<file path="src/spi_port_consts.svh">
`ifndef SPI_PORT_CONSTS_SVH
`define SPI_PORT_CONSTS_SVH

// ---------------------------------------------------------------------------
// Register word addresses
// ---------------------------------------------------------------------------
`define ADDR_STATUS    2'h0
`define ADDR_CTRL_PRI  2'h1
`define ADDR_CTRL_FRM  2'h2
`define ADDR_BUFFER    2'h3

// ---------------------------------------------------------------------------
// Field positions
// ---------------------------------------------------------------------------
`define STAT_EN_BIT    15
`define STAT_SIDL_BIT  13
`define STAT_ROV_BIT   6
`define STAT_TBF_BIT   1
`define STAT_RBF_BIT   0
`define FRM_EN_BIT     15
`define FRM_DIR_BIT    14
`define FRM_POL_BIT    13
`define FRM_EDGE_BIT   1
`define PRI_WIDTH      13
`define PRI_CPD_BIT    12
`define PRI_WS_BIT     10
`define PRI_MST_BIT    5

// ---------------------------------------------------------------------------
// Reset values and timing counts
// ---------------------------------------------------------------------------
`define RST_WORD       16'h0000
`define RST_PRI        13'h0000
`define MSB_BYTE       4'h7
`define MSB_WORD       4'hF
`define SEC_BASE       4'h8
`define PERIOD_MIN     10'h002

`endif

</file>
<file path="src/spi_port_pkg.sv">
package spi_port_pkg;

  typedef enum logic [1:0] {ST_IDLE, ST_PRE, ST_SHIFT} eng_state_t;

  typedef struct packed {
    logic [1:0]  addr;
    logic [15:0] wdata;
    logic        wr;
    logic        rd;
  } reg_req_t;

  typedef struct packed {
    logic clock_pin_disable;
    logic data_out_disable;
    logic word_size_select;
    logic input_sample_phase;
    logic clock_edge;
    logic slave_select_enable;
    logic clock_polarity;
    logic master_enable;
    logic [2:0] secondary_prescale;
    logic [1:0] primary_prescale;
  } ctrl_pri_t;

  typedef struct packed {
    logic sck;
    logic sck_oe;
    logic sdo;
    logic sdo_oe;
    logic fs;
    logic fs_oe;
  } pin_drive_t;

  typedef struct packed {
    logic        port_enable;
    logic        idle_stop;
    logic        receive_overflow_flag;
    logic        transmit_buffer_full;
    logic        receive_buffer_full;
    ctrl_pri_t   pri;
    logic        framed_enable;
    logic        frame_sync_direction;
    logic        frame_sync_polarity;
    logic        frame_sync_edge;
    logic [15:0] transmit_holding_register;
    logic [15:0] receive_holding_register;
    logic [15:0] serial_shift_register;
    eng_state_t  state;
    logic [9:0]  cnt;
    logic [4:0]  bitn;
    logic        loaded;
    logic        frame_go;
    logic        sdo;
    logic [15:0] rdata;
    logic        sck_s1;
    logic        sck_s2;
    logic        sck_prev;
    logic        sdi_s1;
    logic        sdi_s2;
    logic        fs_s1;
    logic        fs_s2;
    pin_drive_t  pins;
  } port_state_t;

endpackage

</file>
<file path="src/spi_port.sv">
`include "spi_port_consts.svh"

// Overview of operation
// (RULE_01) Enable bit activates port and claims pins.
// (RULE_02) Idle-stop halts port during device idle.
// (RULE_03) Unread buffer: new word dropped, overflow set.
// (RULE_04) Buffer write sets transmit full; load clears.
// (RULE_05) Receive full set on move, cleared on read.
// (RULE_06) Master clock-pin disable stops internal clock.
// (RULE_07) Data-out disable releases the data pin.
// (RULE_08) Word size selects 16 or 8 pulses.
// (RULE_09) Changing word size resets the port.
// (RULE_10) Shift out bit 7/15, in bit 0.
// (RULE_11) Master samples at middle or end.
// (RULE_12) Software keeps sample phase clear as slave.
// (RULE_13) Clock-edge bit chooses output change edge.
// (RULE_14) Software clears clock-edge bit when framed.
// (RULE_15) Slave select pin used when enabled.
// (RULE_16) Polarity bit sets serial clock idle level.
// (RULE_17) Master-enable selects master or slave.
// (RULE_18) Secondary prescale divides by 8 minus code.
// (RULE_19) Primary prescale divides by 1,4,16,64.
// (RULE_20) Framed enable turns select pin into sync.
// (RULE_21) Sync direction and polarity bits obeyed.
// (RULE_22) Sync pulse coincides with or precedes bit.
// (RULE_23) Buffer address splits into transmit and receive.
// (RULE_24) Master clocks only with data to send.
// (RULE_25) Serial clock is system clock over prescales; a product of 1 gives system clock over 2.
module spi_port (
  // Clock and reset
  input  wire logic                    i_clk,
  input  wire logic                    i_reset,
  // Register port
  input  wire spi_port_pkg::reg_req_t  i_bus,
  output wire logic [15:0]             o_rdata,
  // Device power state
  input  wire logic                    i_idle,
  // Serial pins
  input  wire logic                    i_sck,
  input  wire logic                    i_sdi,
  input  wire logic                    i_fs,
  output wire spi_port_pkg::pin_drive_t o_pins,
  output wire logic                    o_port_active
);

  spi_port_pkg::port_state_t r;
  spi_port_pkg::port_state_t n;

  // ---------------------------------------------------------------------------
  // Configuration decode
  // ---------------------------------------------------------------------------
  logic        halt;
  logic        ext_clk;
  logic        cke_eff;
  logic [3:0]  msb;
  logic [3:0]  sec_div;
  logic [9:0]  period;
  logic [9:0]  period_eff;
  logic [9:0]  half;
  logic [15:0] sr_shift;
  logic        lead_edge;
  logic        trail_edge;
  logic        fs_active;
  logic        sel_ok;
  logic        word_chg;
  logic        mode_chg;

  // Idle-stop freeze.
  // (RULE_02) halt in idle
  assign halt = r.port_enable & r.idle_stop & i_idle;
  // Slaves, and masters with the clock pin released, follow external edges.
  // (RULE_06) external clocking
  // (RULE_17) master or slave
  assign ext_clk = ~r.pri.master_enable | r.pri.clock_pin_disable;
  // (RULE_14) edge bit ignored framed
  assign cke_eff = r.pri.clock_edge & ~r.framed_enable;
  // (RULE_08) word length
  assign msb = r.pri.word_size_select ? `MSB_WORD : `MSB_BYTE;
  // (RULE_18) secondary ratio
  assign sec_div = `SEC_BASE - {1'b0, r.pri.secondary_prescale};
  // (RULE_19) primary ratio
  // (RULE_25) product of ratios
  assign period = {6'h00, sec_div}
                  << {~r.pri.primary_prescale, 1'b0};
  // A full ratio of 1 cannot toggle a registered pin, so it runs at half rate.
  assign period_eff = (period < `PERIOD_MIN) ? `PERIOD_MIN : period;
  assign half = {1'b0, period_eff[9:1]};
  // (RULE_10) shift into bit 0
  assign sr_shift = {r.serial_shift_register[14:0], r.sdi_s2};
  // (RULE_16) polarity of edges
  assign lead_edge = r.pri.clock_polarity ? (~r.sck_s2 & r.sck_prev)
                                          : (r.sck_s2 & ~r.sck_prev);
  assign trail_edge = r.pri.clock_polarity ? (r.sck_s2 & ~r.sck_prev)
                                           : (~r.sck_s2 & r.sck_prev);
  // (RULE_21) sync polarity
  assign fs_active = r.frame_sync_polarity ? r.fs_s2 : ~r.fs_s2;
  // (RULE_15) active-low select
  assign sel_ok = ~(~r.pri.master_enable & r.pri.slave_select_enable &
                    ~r.framed_enable) | ~r.fs_s2;
  assign word_chg = i_bus.wr & (i_bus.addr == `ADDR_CTRL_PRI) &
                    (i_bus.wdata[`PRI_WS_BIT] != r.pri.word_size_select);
  // Moving between internal and external clocking mid-word would leave
  // the engine in a state meant for the other source, so it restarts.
  // (RULE_24) no stale clocking
  assign mode_chg = i_bus.wr & (i_bus.addr == `ADDR_CTRL_PRI) &
                    ((~i_bus.wdata[`PRI_MST_BIT] |
                      i_bus.wdata[`PRI_CPD_BIT]) != ext_clk);

  // ---------------------------------------------------------------------------
  // Next state
  // ---------------------------------------------------------------------------
  always_comb begin
    logic        change_ev;
    logic        sample_ev;
    logic        do_load;
    logic        do_done;
    logic        rov_set;
    logic        rbf_set;
    logic        fs_drive;
    logic        sck_act;
    logic [15:0] done_word;
    n = r;
    change_ev = 1'b0;
    sample_ev = 1'b0;
    do_load = 1'b0;
    do_done = 1'b0;
    rov_set = 1'b0;
    rbf_set = 1'b0;
    fs_drive = 1'b0;
    sck_act = 1'b0;
    done_word = r.serial_shift_register;

    n.sck_s1 = i_sck;
    n.sck_s2 = r.sck_s1;
    n.sck_prev = r.sck_s2;
    n.sdi_s1 = i_sdi;
    n.sdi_s2 = r.sdi_s1;
    n.fs_s1 = i_fs;
    n.fs_s2 = r.fs_s1;

    if (!r.port_enable) begin
      n.state = spi_port_pkg::ST_IDLE;
      n.cnt = 10'h000;
      n.bitn = 5'h00;
      n.loaded = 1'b0;
      n.frame_go = 1'b0;
    end else if (!halt) begin
      case (r.state)
        spi_port_pkg::ST_IDLE: begin
          if (ext_clk) begin
            n.state = spi_port_pkg::ST_SHIFT;
          // (RULE_24) clock only with data
          end else if (r.transmit_buffer_full) begin
            do_load = 1'b1;
            n.cnt = 10'h000;
            n.bitn = 5'h00;
            // (RULE_22) leading sync period
            n.state = (r.framed_enable & ~r.frame_sync_edge) ?
                      spi_port_pkg::ST_PRE : spi_port_pkg::ST_SHIFT;
          end
        end
        spi_port_pkg::ST_PRE: begin
          if (r.cnt == period_eff - 10'h001) begin
            n.cnt = 10'h000;
            n.state = spi_port_pkg::ST_SHIFT;
          end else begin
            n.cnt = r.cnt + 10'h001;
          end
        end
        spi_port_pkg::ST_SHIFT: begin
          if (ext_clk) begin
            // (RULE_13) external change edge
            change_ev = cke_eff ? trail_edge : lead_edge;
            sample_ev = cke_eff ? lead_edge : trail_edge;
            if (!sel_ok) begin
              n.bitn = 5'h00;
              n.frame_go = 1'b0;
            end else begin
              if (r.bitn == 5'h00 && !r.loaded && r.transmit_buffer_full) begin
                do_load = 1'b1;
                n.loaded = 1'b1;
              end
              // (RULE_20) wait for frame sync
              if (r.framed_enable && r.frame_sync_direction &&
                  r.bitn == 5'h00 && fs_active) begin
                n.frame_go = 1'b1;
              end
              if (r.framed_enable && r.frame_sync_direction && !r.frame_go) begin
                change_ev = 1'b0;
                sample_ev = 1'b0;
              end
              if (sample_ev && !do_load) begin
                n.bitn = r.bitn + 5'h01;
                if (r.bitn[3:0] == msb) begin
                  do_done = 1'b1;
                  done_word = sr_shift;
                  n.bitn = 5'h00;
                  n.loaded = 1'b0;
                  n.frame_go = 1'b0;
                end
              end
            end
          end else begin
            // (RULE_13) change at bit boundary
            change_ev = (r.cnt == 10'h000);
            // (RULE_11) middle or end sample
            sample_ev = r.pri.input_sample_phase ?
                        (r.cnt == period_eff - 10'h001) : (r.cnt == half);
            n.cnt = r.cnt + 10'h001;
            if (r.cnt == period_eff - 10'h001) begin
              n.cnt = 10'h000;
              n.bitn = r.bitn + 5'h01;
              if (r.bitn[3:0] == msb) begin
                do_done = 1'b1;
                done_word = sample_ev ? sr_shift : r.serial_shift_register;
                n.bitn = 5'h00;
                n.state = spi_port_pkg::ST_IDLE;
                // Back-to-back words keep the clock running without a gap, except where a leading sync period comes first.
                if (r.transmit_buffer_full) begin
                  do_load = 1'b1;
                  n.state = (r.framed_enable & ~r.frame_sync_edge) ?
                            spi_port_pkg::ST_PRE : spi_port_pkg::ST_SHIFT;
                end
              end
            end
          end
          // (RULE_10) out of bit 7 or 15
          if (change_ev) begin
            n.sdo = r.serial_shift_register[msb];
          end
          if (sample_ev && !do_load) begin
            n.serial_shift_register = sr_shift;
          end
        end
        default: n.state = spi_port_pkg::ST_IDLE;
      endcase
    end

    // (RULE_04) move clears full
    if (do_load) begin
      n.serial_shift_register = r.transmit_holding_register;
      n.sdo = r.transmit_holding_register[msb];
      n.transmit_buffer_full = 1'b0;
    end
    if (do_done) begin
      // (RULE_03) discard on overflow
      if (r.receive_buffer_full) begin
        rov_set = 1'b1;
      // (RULE_05) move sets full
      end else begin
        rbf_set = 1'b1;
        n.receive_holding_register = r.pri.word_size_select ? done_word :
                                     {8'h00, done_word[7:0]};
      end
    end

    // -------------------------------------------------------------------------
    // Register port
    // -------------------------------------------------------------------------
    n.rdata = 16'h0000;
    if (i_bus.rd) begin
      if (i_bus.addr == `ADDR_STATUS) begin
        n.rdata[`STAT_EN_BIT] = r.port_enable;
        n.rdata[`STAT_SIDL_BIT] = r.idle_stop;
        n.rdata[`STAT_ROV_BIT] = r.receive_overflow_flag;
        n.rdata[`STAT_TBF_BIT] = r.transmit_buffer_full;
        n.rdata[`STAT_RBF_BIT] = r.receive_buffer_full;
      end else if (i_bus.addr == `ADDR_CTRL_PRI) begin
        n.rdata = {3'h0, r.pri};
      end else if (i_bus.addr == `ADDR_CTRL_FRM) begin
        n.rdata[`FRM_EN_BIT] = r.framed_enable;
        n.rdata[`FRM_DIR_BIT] = r.frame_sync_direction;
        n.rdata[`FRM_POL_BIT] = r.frame_sync_polarity;
        n.rdata[`FRM_EDGE_BIT] = r.frame_sync_edge;
      end else begin
        // (RULE_23) read receive side
        n.rdata = r.receive_holding_register;
      end
    end
    // (RULE_05) read clears, set wins
    if (i_bus.rd && i_bus.addr == `ADDR_BUFFER) begin
      n.receive_buffer_full = 1'b0;
    end
    if (rbf_set) begin
      n.receive_buffer_full = 1'b1;
    end
    // (RULE_03) software clear, set wins
    if (i_bus.wr && i_bus.addr == `ADDR_STATUS &&
        !i_bus.wdata[`STAT_ROV_BIT]) begin
      n.receive_overflow_flag = 1'b0;
    end
    if (rov_set) begin
      n.receive_overflow_flag = 1'b1;
    end
    if (i_bus.wr) begin
      if (i_bus.addr == `ADDR_STATUS) begin
        // (RULE_01) enable bit
        n.port_enable = i_bus.wdata[`STAT_EN_BIT];
        n.idle_stop = i_bus.wdata[`STAT_SIDL_BIT];
      end else if (i_bus.addr == `ADDR_CTRL_PRI) begin
        n.pri = i_bus.wdata[`PRI_WIDTH-1:0];
      end else if (i_bus.addr == `ADDR_CTRL_FRM) begin
        n.framed_enable = i_bus.wdata[`FRM_EN_BIT];
        n.frame_sync_direction = i_bus.wdata[`FRM_DIR_BIT];
        n.frame_sync_polarity = i_bus.wdata[`FRM_POL_BIT];
        n.frame_sync_edge = i_bus.wdata[`FRM_EDGE_BIT];
      end else begin
        // (RULE_04) write sets full
        // (RULE_23) write transmit side
        n.transmit_holding_register = i_bus.wdata;
        n.transmit_buffer_full = 1'b1;
      end
    end
    // A size change mid-word would leave a half shifted word, so start over.
    // A clock source change would otherwise clock a stale word with no data.
    // (RULE_09) size change resets
    // (RULE_24) source change restarts
    if (word_chg || mode_chg) begin
      n.state = spi_port_pkg::ST_IDLE;
      n.cnt = 10'h000;
      n.bitn = 5'h00;
      n.loaded = 1'b0;
      n.frame_go = 1'b0;
    end
    // Flags clear only on a size change; a source change keeps them.
    if (word_chg) begin
      n.transmit_buffer_full = 1'b0;
      n.receive_buffer_full = 1'b0;
      n.receive_overflow_flag = 1'b0;
    end

    // -------------------------------------------------------------------------
    // Pin drive
    // -------------------------------------------------------------------------
    // (RULE_13) active phase per edge
    sck_act = (n.state == spi_port_pkg::ST_SHIFT) &&
              (cke_eff ? (n.cnt >= half) : (n.cnt < half));
    // (RULE_16) idle level
    n.pins.sck = r.pri.clock_polarity ^ (sck_act & ~ext_clk);
    // (RULE_01) pins claimed when on
    // (RULE_06) clock pin released
    n.pins.sck_oe = n.port_enable & ~ext_clk;
    n.pins.sdo = n.sdo;
    // (RULE_07) data-out disable
    n.pins.sdo_oe = n.port_enable & ~r.pri.data_out_disable & sel_ok;
    // (RULE_22) sync with or before bit
    fs_drive = (n.state == spi_port_pkg::ST_PRE) ||
               (r.frame_sync_edge && n.state == spi_port_pkg::ST_SHIFT &&
                n.bitn == 5'h00);
    // (RULE_21) polarity of driven sync
    n.pins.fs = r.frame_sync_polarity ? fs_drive : ~fs_drive;
    // (RULE_20) sync output as framed master
    n.pins.fs_oe = n.port_enable & r.framed_enable & ~r.frame_sync_direction;
  end

  // ---------------------------------------------------------------------------
  // State register
  // ---------------------------------------------------------------------------
  always_ff @(posedge i_clk) begin
    if (i_reset) begin
      r <= '0;
      r.pri <= `RST_PRI;
      r.transmit_holding_register <= `RST_WORD;
      r.receive_holding_register <= `RST_WORD;
      r.state <= spi_port_pkg::ST_IDLE;
    end else begin
      r <= n;
    end
  end

  assign o_rdata = r.rdata;
  assign o_pins = r.pins;
  assign o_port_active = r.port_enable;

endmodule // spi_port

</file>
<file path="config.mk">
export PLATFORM = sky130hd
export DESIGN_NAME = spi_port
export DESIGN_NICKNAME = d
export VERILOG_FILES = /design/src/spi_port_pkg.sv /design/src/spi_port.sv
export VERILOG_INCLUDE_DIRS = /design/src
export SDC_FILE = /design/constraint.sdc
export NUM_CORES = 1
export LEC_CHECK = 0
export BUFFER_PORTS_ARGS = -buffer_cell sky130_fd_sc_hd__buf_2
export CORE_MARGIN = 2
export CORE_UTILIZATION = 60
export CTS_CLUSTER_DIAMETER = 100
export DETAILED_ROUTE_END_ITERATION = 6
export HOLD_SLACK_MARGIN = 0.02
export PLACE_DENSITY = 0.84
export RECOVER_POWER = 50
export SLEW_MARGIN = 25
export SYNTH_ARGS = -nofsm -noshare
export SYNTH_HDL_FRONTEND = slang
export SYNTH_SLANG_ARGS = --single-unit
</file>
<file path="constraint.sdc">
create_clock -name i_clk -period 17.4 [get_ports i_clk]
set_input_delay 2.61 -clock i_clk [delete_from_list [all_inputs] [get_ports i_clk]]
set_output_delay 2.61 -clock i_clk [all_outputs]
set_load 0.02 [all_outputs]
</file>
After elaboration in Yosys (flattened, before gate mapping). Cells that the tools add are included. Widths: inputs -> output; s select.

Bits in registers: 118. Input bits: 26.

Add/subtract/negate cells: 4. Magnitude comparators: 4. Eq/ne operators: 13. Shift operators: 1. Mux-type cells: 126. Bitwise operators: 41. Reductions and logical operators: 46.

Operators by type and width (number): $mux 16 (16); $mux 1 (77); $mux 19 (2); $mux 36 (1); $mux 17 (2); $pmux 10 s3 (1); $mux 10 (2); $reduce_and 4->1 (5); $not 1->1 (19); $mux 2 (9); $and 1x1->1 (17); $mux 15 (1); $mux 5 (3); $logic_and 1x1->1 (14); $mux 7 (2); $mux 12 (1); $reduce_bool 2->1 (6); $mux 11 (1); $add 10x1->10 const B (1); $eq 10x10->1 (1); $eq 10x9->1 (1); $ge 10x9->1 (1); $logic_not 10->1 (1); $logic_not 5->1 (2); other kinds (29) (49).

Longest topological paths before layout. Gate-level depths: netlist of the first run.

Depth after elaboration: 28. Depth in mapped cells: 30.

Worst setup path after synthesis of the first run. No wires, ideal clock.

Kind: reg2reg. Start point: reg r[103] (netlist bit). End point: reg r (netlist bit o_pins[5]). Arrival: 5771 ps. Slack: 11508 ps. Cell stages (with the launch flop): 30. Period minus slack after synthesis: 5892 ps. Cells stage by stage: dfxtp_1 -> buf_2 -> buf_2 -> inv_1 -> ha_1 -> clkbuf_1 -> nor2_1 -> o22ai_1 -> ha_1 -> or3b_1 -> a32oi_1 -> nor2_1 -> o2111ai_1 -> nand2_2 -> and3_1 -> buf_4 -> nor3_2 -> and3b_1 -> a21oi_1 -> nor2_1 -> ha_1 -> o21a_1 -> o21a_1 -> o21a_1 -> o21ai_0 -> a211oi_1 -> a211o_1 -> mux2i_1 -> nor4b_2 -> mux2_2.

RTL lines: start, declared (line spi_port.sv:46) `spi_port_pkg::port_state_t r;`; start signal, assigned (line spi_port.sv:367) `r <= n;`.

Worst setup path after layout of the first run.
Start point: in i_reset. End point: reg r (netlist bit o_rdata[5]).

Cells in the longest elaborated chain, start to end: 1.

RTL lines: start, declared (line spi_port.sv:32) `input wire logic i_reset,`; $reduce_or 3->1 (no source line).

No other way between the ends. A chain may end at the register's enable or synchronous reset.

==> results.txt, run 1 <==
The run finished, with violations left. The final reports fail on max-capacitance violations, max-slew violations. The net switching component of the power is 0.1750 mW.

Walking the worst path, the cells encountered are buf_2, clkbuf_1, inv_1, nand2_1, or2_0, nor2_1. The setup TNS after final layout is 0 ns. In this run, synthesis inferred 0 flip-flops with an integrated enable.

The analysis attributes to cell leakage a power of 2.819 nW. Buffers added to address setup during post-CTS repair amount to 0. The total number of vias is 6667. The final HPWL from detailed placement is 13400 µm. The final hold slack is 0.4535 ns.

The DRC violation count after routing came out at 0. The actual slew at the worst max-slew pin is 3.475 ns. The pin count of the biggest net entering global routing is 76. The total design power is 0.7097 mW. Summed over all layers, the routed wires come to 19860 µm. The final worst slack is 10.49 ns.

The path class of the tightest hold or removal check is reg -> reg. The slowest cell on the critical path is sky130_fd_sc_hd__clkbuf_1. Max-cap violations in this run came to 1.

The post-synthesis instance area came out at 6915 µm². The initial cell density of the core is 61.09%. Post-CTS repair changed the size of 0 cells. The number of buffer and inverter instances along the worst setup path came out at 3.

In the synthesized netlist the dominant register cell turns out to be sky130_fd_sc_hd__dfxtp_1. For the finished layout, the period the worst path requires is 6.914 ns. The clock sink total is 118. The H-tree was split into 4 levels. The post-synthesis area per instance is 7.841 µm².

The number of top-level design ports came out at 49. The relative contribution of the clock network to total power came out at 52.9%. After detailed routing, the number of vias per cell comes to 6.467. The via count of the first global-routing pass came to 6156. The worst relative slew slack is -131.7%. By startpoint and endpoint, the worst setup path is classified as in -> reg. The worst-case setup slack after placement came out at 10.90 ns. The total number of placement rows is 39. In this run, synthesis produced a sequential element count of 118. In this design, the stage delay of the slowest critical-path cell is 2.42 ns. STA classifies the critical path startpoint as an input pin. The setup-violating endpoint count in the final report is 0.

The post-synth net total came out at 927. The synthesized design devotes to its leading area cell type 34.16% of total area. TritonCTS built the clock tree. The number of fill cells in the layout is 968. Compared with the post-synthesis result, the final layout area differs by 9.354%. The area enclosed by the die boundary is 12400 µm².

In this run, the number of DRC markers left after iteration 0 of detailed routing was 896. The total clock buffers created by CTS came out at 17. 0 antenna diodes ended up in the layout. The number of port buffers is 48. The vertical extent of the die is 111.4 µm. The maximum fanout count along the critical path came out at 75. The net total in the final layout is 920.

The critical path data required time came out at 17.68 ns. The average detailed-routed wire length per instance came out at 19.26 µm. The floorplan step defined a core boundary enclosing 11320 µm².

Cell internal power was estimated by the tool at 0.5347 mW. Across every metal layer, demand over resource in global routing totals 31.90%. The total number of yosys warnings came out at 0.

The initial antenna violation count came out at 0. The fraction of layout cells with a size suffix above 1 is 10.14%. For the worst setup path, the data arrival time is 7.20 ns. The switching power as a share of total power came out at 24.66%.

Synthesis instantiated 75 different standard cells from the library. For this run the aggregate overflow at the end of global routing stands at 0. The proportion of power drawn by combinational gates is 7.5%.

The element type at the critical path end is a flip-flop. The count of hold-fix buffers inserted at cts came out at 0. The maximum vdd ir drop came out at 90.48 µV. The final hold violation count is 0. The number of pins with negative max-slew slack in the final report came out at 76. The sequential cell area fraction in the yosys report is 34.16%. The die extent in x is 111.4 µm. In this run the remaining antenna-violating nets after routing total 0. Setup repair after global routing left no endpoint under its margin. For this run, the top clock speed supported by timing is 144.6 MHz. The clock passes through at most 2 buffers. The post-route fraction of the period consumed by the critical path came out at 39.74%. The cell family contributing the most delay on the critical path is buffers and inverters. The synthesized netlist cell count came out at 882.

The placer's final routability congestion estimate is 0.9396. The fraction of power consumed by sequential logic came out at 39.6%. For the worst-skew pair, the clock arrives at the later sink with an insertion delay of 0.42 ns. Across the routed clock network, the largest skew measured is 0.01131 ns.

The global-route wire length before repair is 31780 µm. In the post-synthesis netlist, the biggest area contributors are sky130_fd_sc_hd__dfxtp_1 (34%), sky130_fd_sc_hd__nand2_1 (6.5%), sky130_fd_sc_hd__a21oi_1 (6.1%). After synthesis, the share of flip-flops with an asynchronous set or reset is 0%. The first-pass iteration count of the detailed router came out at 7. The clock transition at the registers of the reported paths came out at 0.06 ns. In this run the clock root is driven by a sky130_fd_sc_hd__clkbuf_16. Power spread over the standard cell area amounts to 93.84 nW/µm².

The top cell type by total area after synthesis is sky130_fd_sc_hd__dfxtp_1.
## metal layers
layer | global-route usage [%] | vias to the layer above | part of all wire, %
met3 | 6.532 | 70 | 11
met4 | 13.66 | 0 | 3.4
met5 | 0 | - | 0
met1 | 44.59 | 3107 | 41
li1 | - | 3078 | -
met2 | 48.09 | 412 | 44
## sequential cells by signal, summed over array words and instances (netlist names)
register       count
o_port_active      1
n                  4
o_pins             6
o_rdata           16
r                 91
## cells in the mapped netlist, types with 13 or more instances
master	count
sky130_fd_sc_hd__clkbuf_1	37
sky130_fd_sc_hd__nand3_1	23
sky130_fd_sc_hd__a22oi_1	13
sky130_fd_sc_hd__mux2i_1	30
sky130_fd_sc_hd__nor3_1	20
sky130_fd_sc_hd__xnor2_1	13
sky130_fd_sc_hd__nor2b_1	26
sky130_fd_sc_hd__nor3b_1	15
sky130_fd_sc_hd__a211oi_1	15
sky130_fd_sc_hd__inv_1	22
sky130_fd_sc_hd__ha_1	19
sky130_fd_sc_hd__buf_4	23
sky130_fd_sc_hd__dfxtp_1	118
sky130_fd_sc_hd__o21ai_0	27
sky130_fd_sc_hd__a21oi_1	84
sky130_fd_sc_hd__nand2_1	119
sky130_fd_sc_hd__nor2_1	92
## final cells by class
| class | instances | area, µm² | share of cell area (%) |
|---|---|---|---|
| Clock buffer | 18 | 429.2 | 5.675 |
| Timing Repair Buffer | 53 | 245.2 | 3.243 |
| Inverter | 22 | 82.58 | 1.092 |
| Sequential cell | 118 | 2362 | 31.24 |
| Tap cell | 143 | 178.9 | 2.366 |
| Clock inverter | 14 | 197.7 | 2.614 |
| Multi-Input combinational cell | 663 | 4066 | 53.77 |
## metrics by stage
| stage | std cells | instance area, µm² | util (%) |
|---|---|---|---|
| detailed placement | 999 | 6958 | 61.46 |
| floorplan | 882 | 6915 | - |
| global route | 1031 | 7562 | 66.80 |
| finish | 1031 | 7562 | 66.80 |
| CTS | 1031 | 7585 | 67.00 |
| global placement | 999 | 6952 | 61.41 |
## power groups by stage
stage | Sequential, mW | Clock, mW | Combinational [mW]
CTS | 0.280 | 0.376 | 0.0521
detailed placement | 0.286 | 0 | 0.0515
floorplan | 0.283 | 0 | 0.0396
finish | 0.281 | 0.376 | 0.0532
global placement | 0.286 | 0 | 0.0505
global route | 0.281 | 0.387 | 0.0578
## kinds of logic (layout without fill, tap and decap cells)
kind of cell | after synthesis | after routing | synth area share (%)
simple gates | 370 | 370 | 26.63
compound gates | 213 | 213 | 19.83
flops | 118 | 118 | 34.16
buf+inv | 101 | 107 | 7.346
mux | 36 | 36 | 5.319
xor+xnor | 25 | 25 | 3.275
fa+ha+maj | 19 | 19 | 3.438
## worst paths after layout
| path | slack [ns] | from | depth (start not counted) | endpoint |
|---|---|---|---|---|
| setup / recovery | 10.49 | i_reset | 6 | o_rdata[5]$_SDFF_PP0_ |
| setup reg to reg | 10.78 | r[103]$_SDFFE_PP0P_ | 26 | o_pins[5]$_SDFF_PP0_ |
| hold reg to reg | 0.45 | r[90]$_SDFFE_PP0P_ | 2 | r[90]$_SDFFE_PP0P_ |
| hold / removal | 0.45 | r[90]$_SDFFE_PP0P_ | 2 | r[90]$_SDFFE_PP0P_ |
## cells in the final DEF (no fill, tap or decap), types with 6 or more instances in the layout
cell type and count:
sky130_fd_sc_hd__ha_1 19, sky130_fd_sc_hd__nor3b_1 14, sky130_fd_sc_hd__nor3_1 20, sky130_fd_sc_hd__and2_1 7
sky130_fd_sc_hd__clkbuf_1 25, sky130_fd_sc_hd__mux2_2 6, sky130_fd_sc_hd__and3b_1 7, sky130_fd_sc_hd__nor2_1 92
sky130_fd_sc_hd__nand2_1 119, sky130_fd_sc_hd__nand3_1 23, sky130_fd_sc_hd__a211oi_1 15, sky130_fd_sc_hd__xor2_1 11
sky130_fd_sc_hd__dfxtp_1 118, sky130_fd_sc_hd__xnor2_1 13, sky130_fd_sc_hd__nand4_1 9, sky130_fd_sc_hd__clkbuf_16 17
sky130_fd_sc_hd__or3_1 6, sky130_fd_sc_hd__a22oi_1 13, sky130_fd_sc_hd__a21oi_1 83, sky130_fd_sc_hd__buf_2 25
sky130_fd_sc_hd__nand2b_1 11, sky130_fd_sc_hd__a31oi_1 9, sky130_fd_sc_hd__o21ai_0 27, sky130_fd_sc_hd__inv_1 22
sky130_fd_sc_hd__mux2i_1 30, sky130_fd_sc_hd__nor2b_1 26, sky130_fd_sc_hd__and3_1 8, sky130_fd_sc_hd__a311oi_1 6
sky130_fd_sc_hd__o21ai_1 10
## worst min-delay path: stages, from the launching register on
cell                      delay [ns]
sky130_fd_sc_hd__dfxtp_1        0.31
sky130_fd_sc_hd__nand2_1        0.05
sky130_fd_sc_hd__a21oi_1        0.05
(Power assumes the default switching activity.)
==> inputs of run 2 (changes only) <==
--- a/config.mk
+++ b/config.mk
@@ -6,13 +6,14 @@
 export SDC_FILE = /design/constraint.sdc
 export NUM_CORES = 1
 export LEC_CHECK = 0
+export ABC_AREA = 1
 export BUFFER_PORTS_ARGS = -buffer_cell sky130_fd_sc_hd__buf_2
 export CORE_MARGIN = 2
-export CORE_UTILIZATION = 60
+export CORE_UTILIZATION = 56
 export CTS_CLUSTER_DIAMETER = 100
 export DETAILED_ROUTE_END_ITERATION = 6
 export HOLD_SLACK_MARGIN = 0.02
-export PLACE_DENSITY = 0.84
+export PLACE_DENSITY = 0.82
 export RECOVER_POWER = 50
 export SLEW_MARGIN = 25
 export SYNTH_ARGS = -nofsm -noshare
==> constraint.sdc (replaced) <==
create_clock -name i_clk -period 6.3 [get_ports i_clk]
set_input_delay 0.945 -clock i_clk [delete_from_list [all_inputs] [get_ports i_clk]]
set_output_delay 0.945 -clock i_clk [all_outputs]
set_load 0.02 [all_outputs]
==> results.txt, run 2 <==
Counting distinct cell types in the post-synthesis netlist gives 53. The count of antenna-violating nets left after detailed routing came out at 0. Pin placement for this block handled 49 I/O pins.

The synthesized design devotes to its leading area cell type 30.80% of total area. The synthesis-stage register bit count came out at 118. The number of port buffers came out at 48. Setup violations remaining at the end of the flow were counted as 0. For this block, wires on met1 add up to 9692 µm. The number of resized instances in the post-cts repair step is 0. The worst setup path is launched from a flip-flop.

The stage delay of the slowest cell on the critical path came out at 0.38 ns. The cell area power density is 235.1 nW/µm². The final hold violation count is 0.

The worst register-to-register path ends at o_pins[5]$_SDFF_PP0_. The area of combinational cells with multiple inputs is 4466 µm². The routed via count divided by cell count is 6.042.

The register with the highest flop count is r. The worst relative slew slack is -55.76%. The final non-filler cell total came out at 1334. The fraction of layout cells with a size suffix above 1 came out at 10.97%. The post-route fraction of the period consumed by the critical path came out at 80.96%. The number of cells on the worst reg-to-reg path came out at 37. For this design, the sink count on the clock tree is 118. The register area is 2362 µm². The top cell type by total area after synthesis is sky130_fd_sc_hd__dfxtp_1. The number of hold buffers added after CTS was 0. The worst endpoint data arrival time is 5.44 ns. Once the floorplan was initialized, standard cells occupied 57.69% of the core. The cell leakage power is 3.443 nW. The class of the most critical setup path is reg -> reg. The peak clock frequency supported by timing came out at 196.1 MHz. The pin count of the biggest net entering global routing is 51.

The number of flops mapped to enable cells by yosys is 0. In this run the clock root is driven by a sky130_fd_sc_hd__clkbuf_16. The area added between synthesis and finish came out at 8.597%. The count of buffers added by post-CTS timing repair for setup is 0. The die extent in x came out at 121.0 µm. The post-synth net total came out at 1183. The critical path starts at r[103]$_SDFFE_PP0P_. The number of fill cells in the layout is 1231. The starting DRC count in detailed routing is 1275. The max capacitance violation total is 2. The setup TNS after final layout is 0 ns. The share of synthesized flip-flops with an asynchronous set or reset came out at 0%. The clock transition at the registers of the reported paths came out at 0.06 ns. The number of diodes added for antenna fixing is 0. The sequential cell area fraction in the yosys report came out at 30.80%. The number of flip-flops under the largest register name is 91. By area the synthesized netlist is led by sky130_fd_sc_hd__dfxtp_1 (31%), sky130_fd_sc_hd__nand2_1 (9.8%), sky130_fd_sc_hd__a21oi_1 (6.5%). Synthesis handed over a netlist of 1138 instances.

In the layout the commonest cells are sky130_fd_sc_hd__nand2_1 (200), sky130_fd_sc_hd__nor2_1 (131), sky130_fd_sc_hd__dfxtp_1 (118). The average detailed-routed wire length per instance came out at 17.68 µm. The final hold slack came out at 0.4053 ns.

The critical path ends at o_pins[5]$_SDFF_PP0_. The routed design uses 10520 µm of met2 wire. The most used flip-flop cell after synthesis is sky130_fd_sc_hd__dfxtp_1. The maximum vdd ir drop is 220.0 µV. The clock tree synthesis step divided the H-tree into 4 levels. At the pin with the least slew margin, the transition time is 2.336 ns.

The overall track demand over capacity in global routing came out at 32.93%. The source of the worst register-to-register timing path is r[103]$_SDFFE_PP0P_. The core region is 13300 µm². The checks that failed: design-rule violations, max-capacitance violations, max-slew violations.

The placer's final routability congestion estimate came out at 0.9788. In this run, placement finished with an instance count of 1302. The clock skew after layout came out at 0.01132 ns. The insertion delay of the later-clocked pin in the worst-skew pair came out at 0.43 ns.

Setup repair after global routing left no endpoint under its margin. The highest layer touched by signal routing is met4. The final HPWL from detailed placement is 16740 µm. The run finished, with violations left. The post-layout minimum cycle time is 5.100 ns. The commonest non-fill, non-tap cell in the layout is sky130_fd_sc_hd__nand2_1. The register-to-register path setup slack came out at 1.20 ns. The initial antenna violation count came out at 0.

The final global-route overflow total came out at 0. In this design, the critical path's most frequently occurring cell is sky130_fd_sc_hd__nand2_1. By instance count, the leading cell after synthesis is sky130_fd_sc_hd__nand2_1.

The first-pass iteration count of the detailed router is 7. Power comes to 1.958 mW. The critical path data required time is 6.64 ns. The die covers 14650 µm².

The min-delay analysis places its worst path in the category reg -> reg. The maximum fanout count along the critical path came out at 16. The net total in the final layout is 1190. The routed design uses 2425 µm of met3 wire. The post-synthesis instance area is 7670 µm². The total number of vias is 8060. In the routed design, unresolved DRC markers number 1.

TritonCTS created 17 clock buffers. The post-synthesis area per instance came out at 6.740 µm². The clock tree from TritonCTS is built. The slowest stage of the critical path belongs to the cell sky130_fd_sc_hd__dfxtp_1. The first global-routing pass estimated 37860 µm of wire. The number of pins with negative max-slew slack in the final report was 98. The total number of yosys warnings is 0.

The via count of the first global-routing pass was 7345. The vertical extent of the die came out at 121.0 µm. The number of buffers on the longest clock path came out at 2.

The worst setup path is captured at a flip-flop. Sorting the synthesized cells by how often they occur yields sky130_fd_sc_hd__nand2_1 (200), sky130_fd_sc_hd__nor2_1 (131), sky130_fd_sc_hd__dfxtp_1 (118), sky130_fd_sc_hd__inv_1 (103). The total wirelength of the detailed-routed design is 23580 µm. In this run the core area contains 42 standard-cell rows.
[run 2: stage by stage]
stage	instance area (µm²)	utilization [%]	setup slack, ns
6_report	8329	62.65	1.200
5_1_grt	8329	62.65	0.7897
4_1_cts	8367	62.93	1.347
3_5_place_dp	7809	58.73	1.408
3_3_place_gp	7809	58.73	1.549
2_1_floorplan	7670	-	1.872
[run 2: final cells by class]
class / count / area share [%]
multi-input cells: 830 / 53.61
clock inverters: 15 / 1.592
flip-flops and latches: 118 / 28.36
well taps: 176 / 2.644
repair buffers: 55 / 3.064
inverters: 123 / 5.618
clock buffers: 17 / 5.107
[run 2: cells by family (layout without fill, tap and decap cells)]
| logic type | after synthesis | in the layout | share of synthesized area, % |
|---|---|---|---|
| AO/OA/AOI/OAI | 272 | 272 | 20.41 |
| XOR/XNOR | 14 | 14 | 1.697 |
| AND/OR/NAND/NOR | 525 | 525 | 33.02 |
| flip-flops | 118 | 118 | 30.80 |
| buffers and inverters | 190 | 210 | 10.98 |
| adder cells (fa/ha/maj) | 19 | 19 | 3.100 |
[run 2: worst max-delay path: cells and delay by family, from the launching register on]
kind	cells	cell delay (ns)
AND/OR/NAND/NOR	23	2.26
AO/OA/AOI/OAI	8	1.14
adder cells (fa/ha/maj)	3	0.99
buffers and inverters	3	0.23
flip-flops	1	0.38
[run 2: how the worst min path moves through the flow]
stage,from,end,cells after the start
4_1_cts,n[6]$_SDFF_PP0_,r[6]$_SDFF_PP0_,2
3_5_place_dp,n[6]$_SDFF_PP0_,r[6]$_SDFF_PP0_,2
5_1_grt,n[8]$_SDFF_PP0_,r[8]$_SDFF_PP0_,2
3_3_place_gp,n[11]$_SDFF_PP0_,n[10]$_SDFF_PP0_,2
6_report,n[6]$_SDFF_PP0_,r[6]$_SDFF_PP0_,2
2_1_floorplan,n[11]$_SDFF_PP0_,n[10]$_SDFF_PP0_,2
[run 2: routing by layer]
| layer | vias up | track usage [%] |
|---|---|---|
| met5 | - | 0 |
| met4 | 0 | 15.04 |
| met3 | 78 | 7.284 |
| met2 | 465 | 50.74 |
| met1 | 3690 | 43.85 |
| li1 | 3827 | - |
[run 2: power breakdown]
group          total (mW)  leakage, nW  switching, mW  internal, mW
sequential          0.781        0.957         0.0164         0.765
combinational       0.261         2.22          0.179        0.0819
clock               0.916        0.271          0.374         0.542
total                1.96         3.44          0.570          1.39
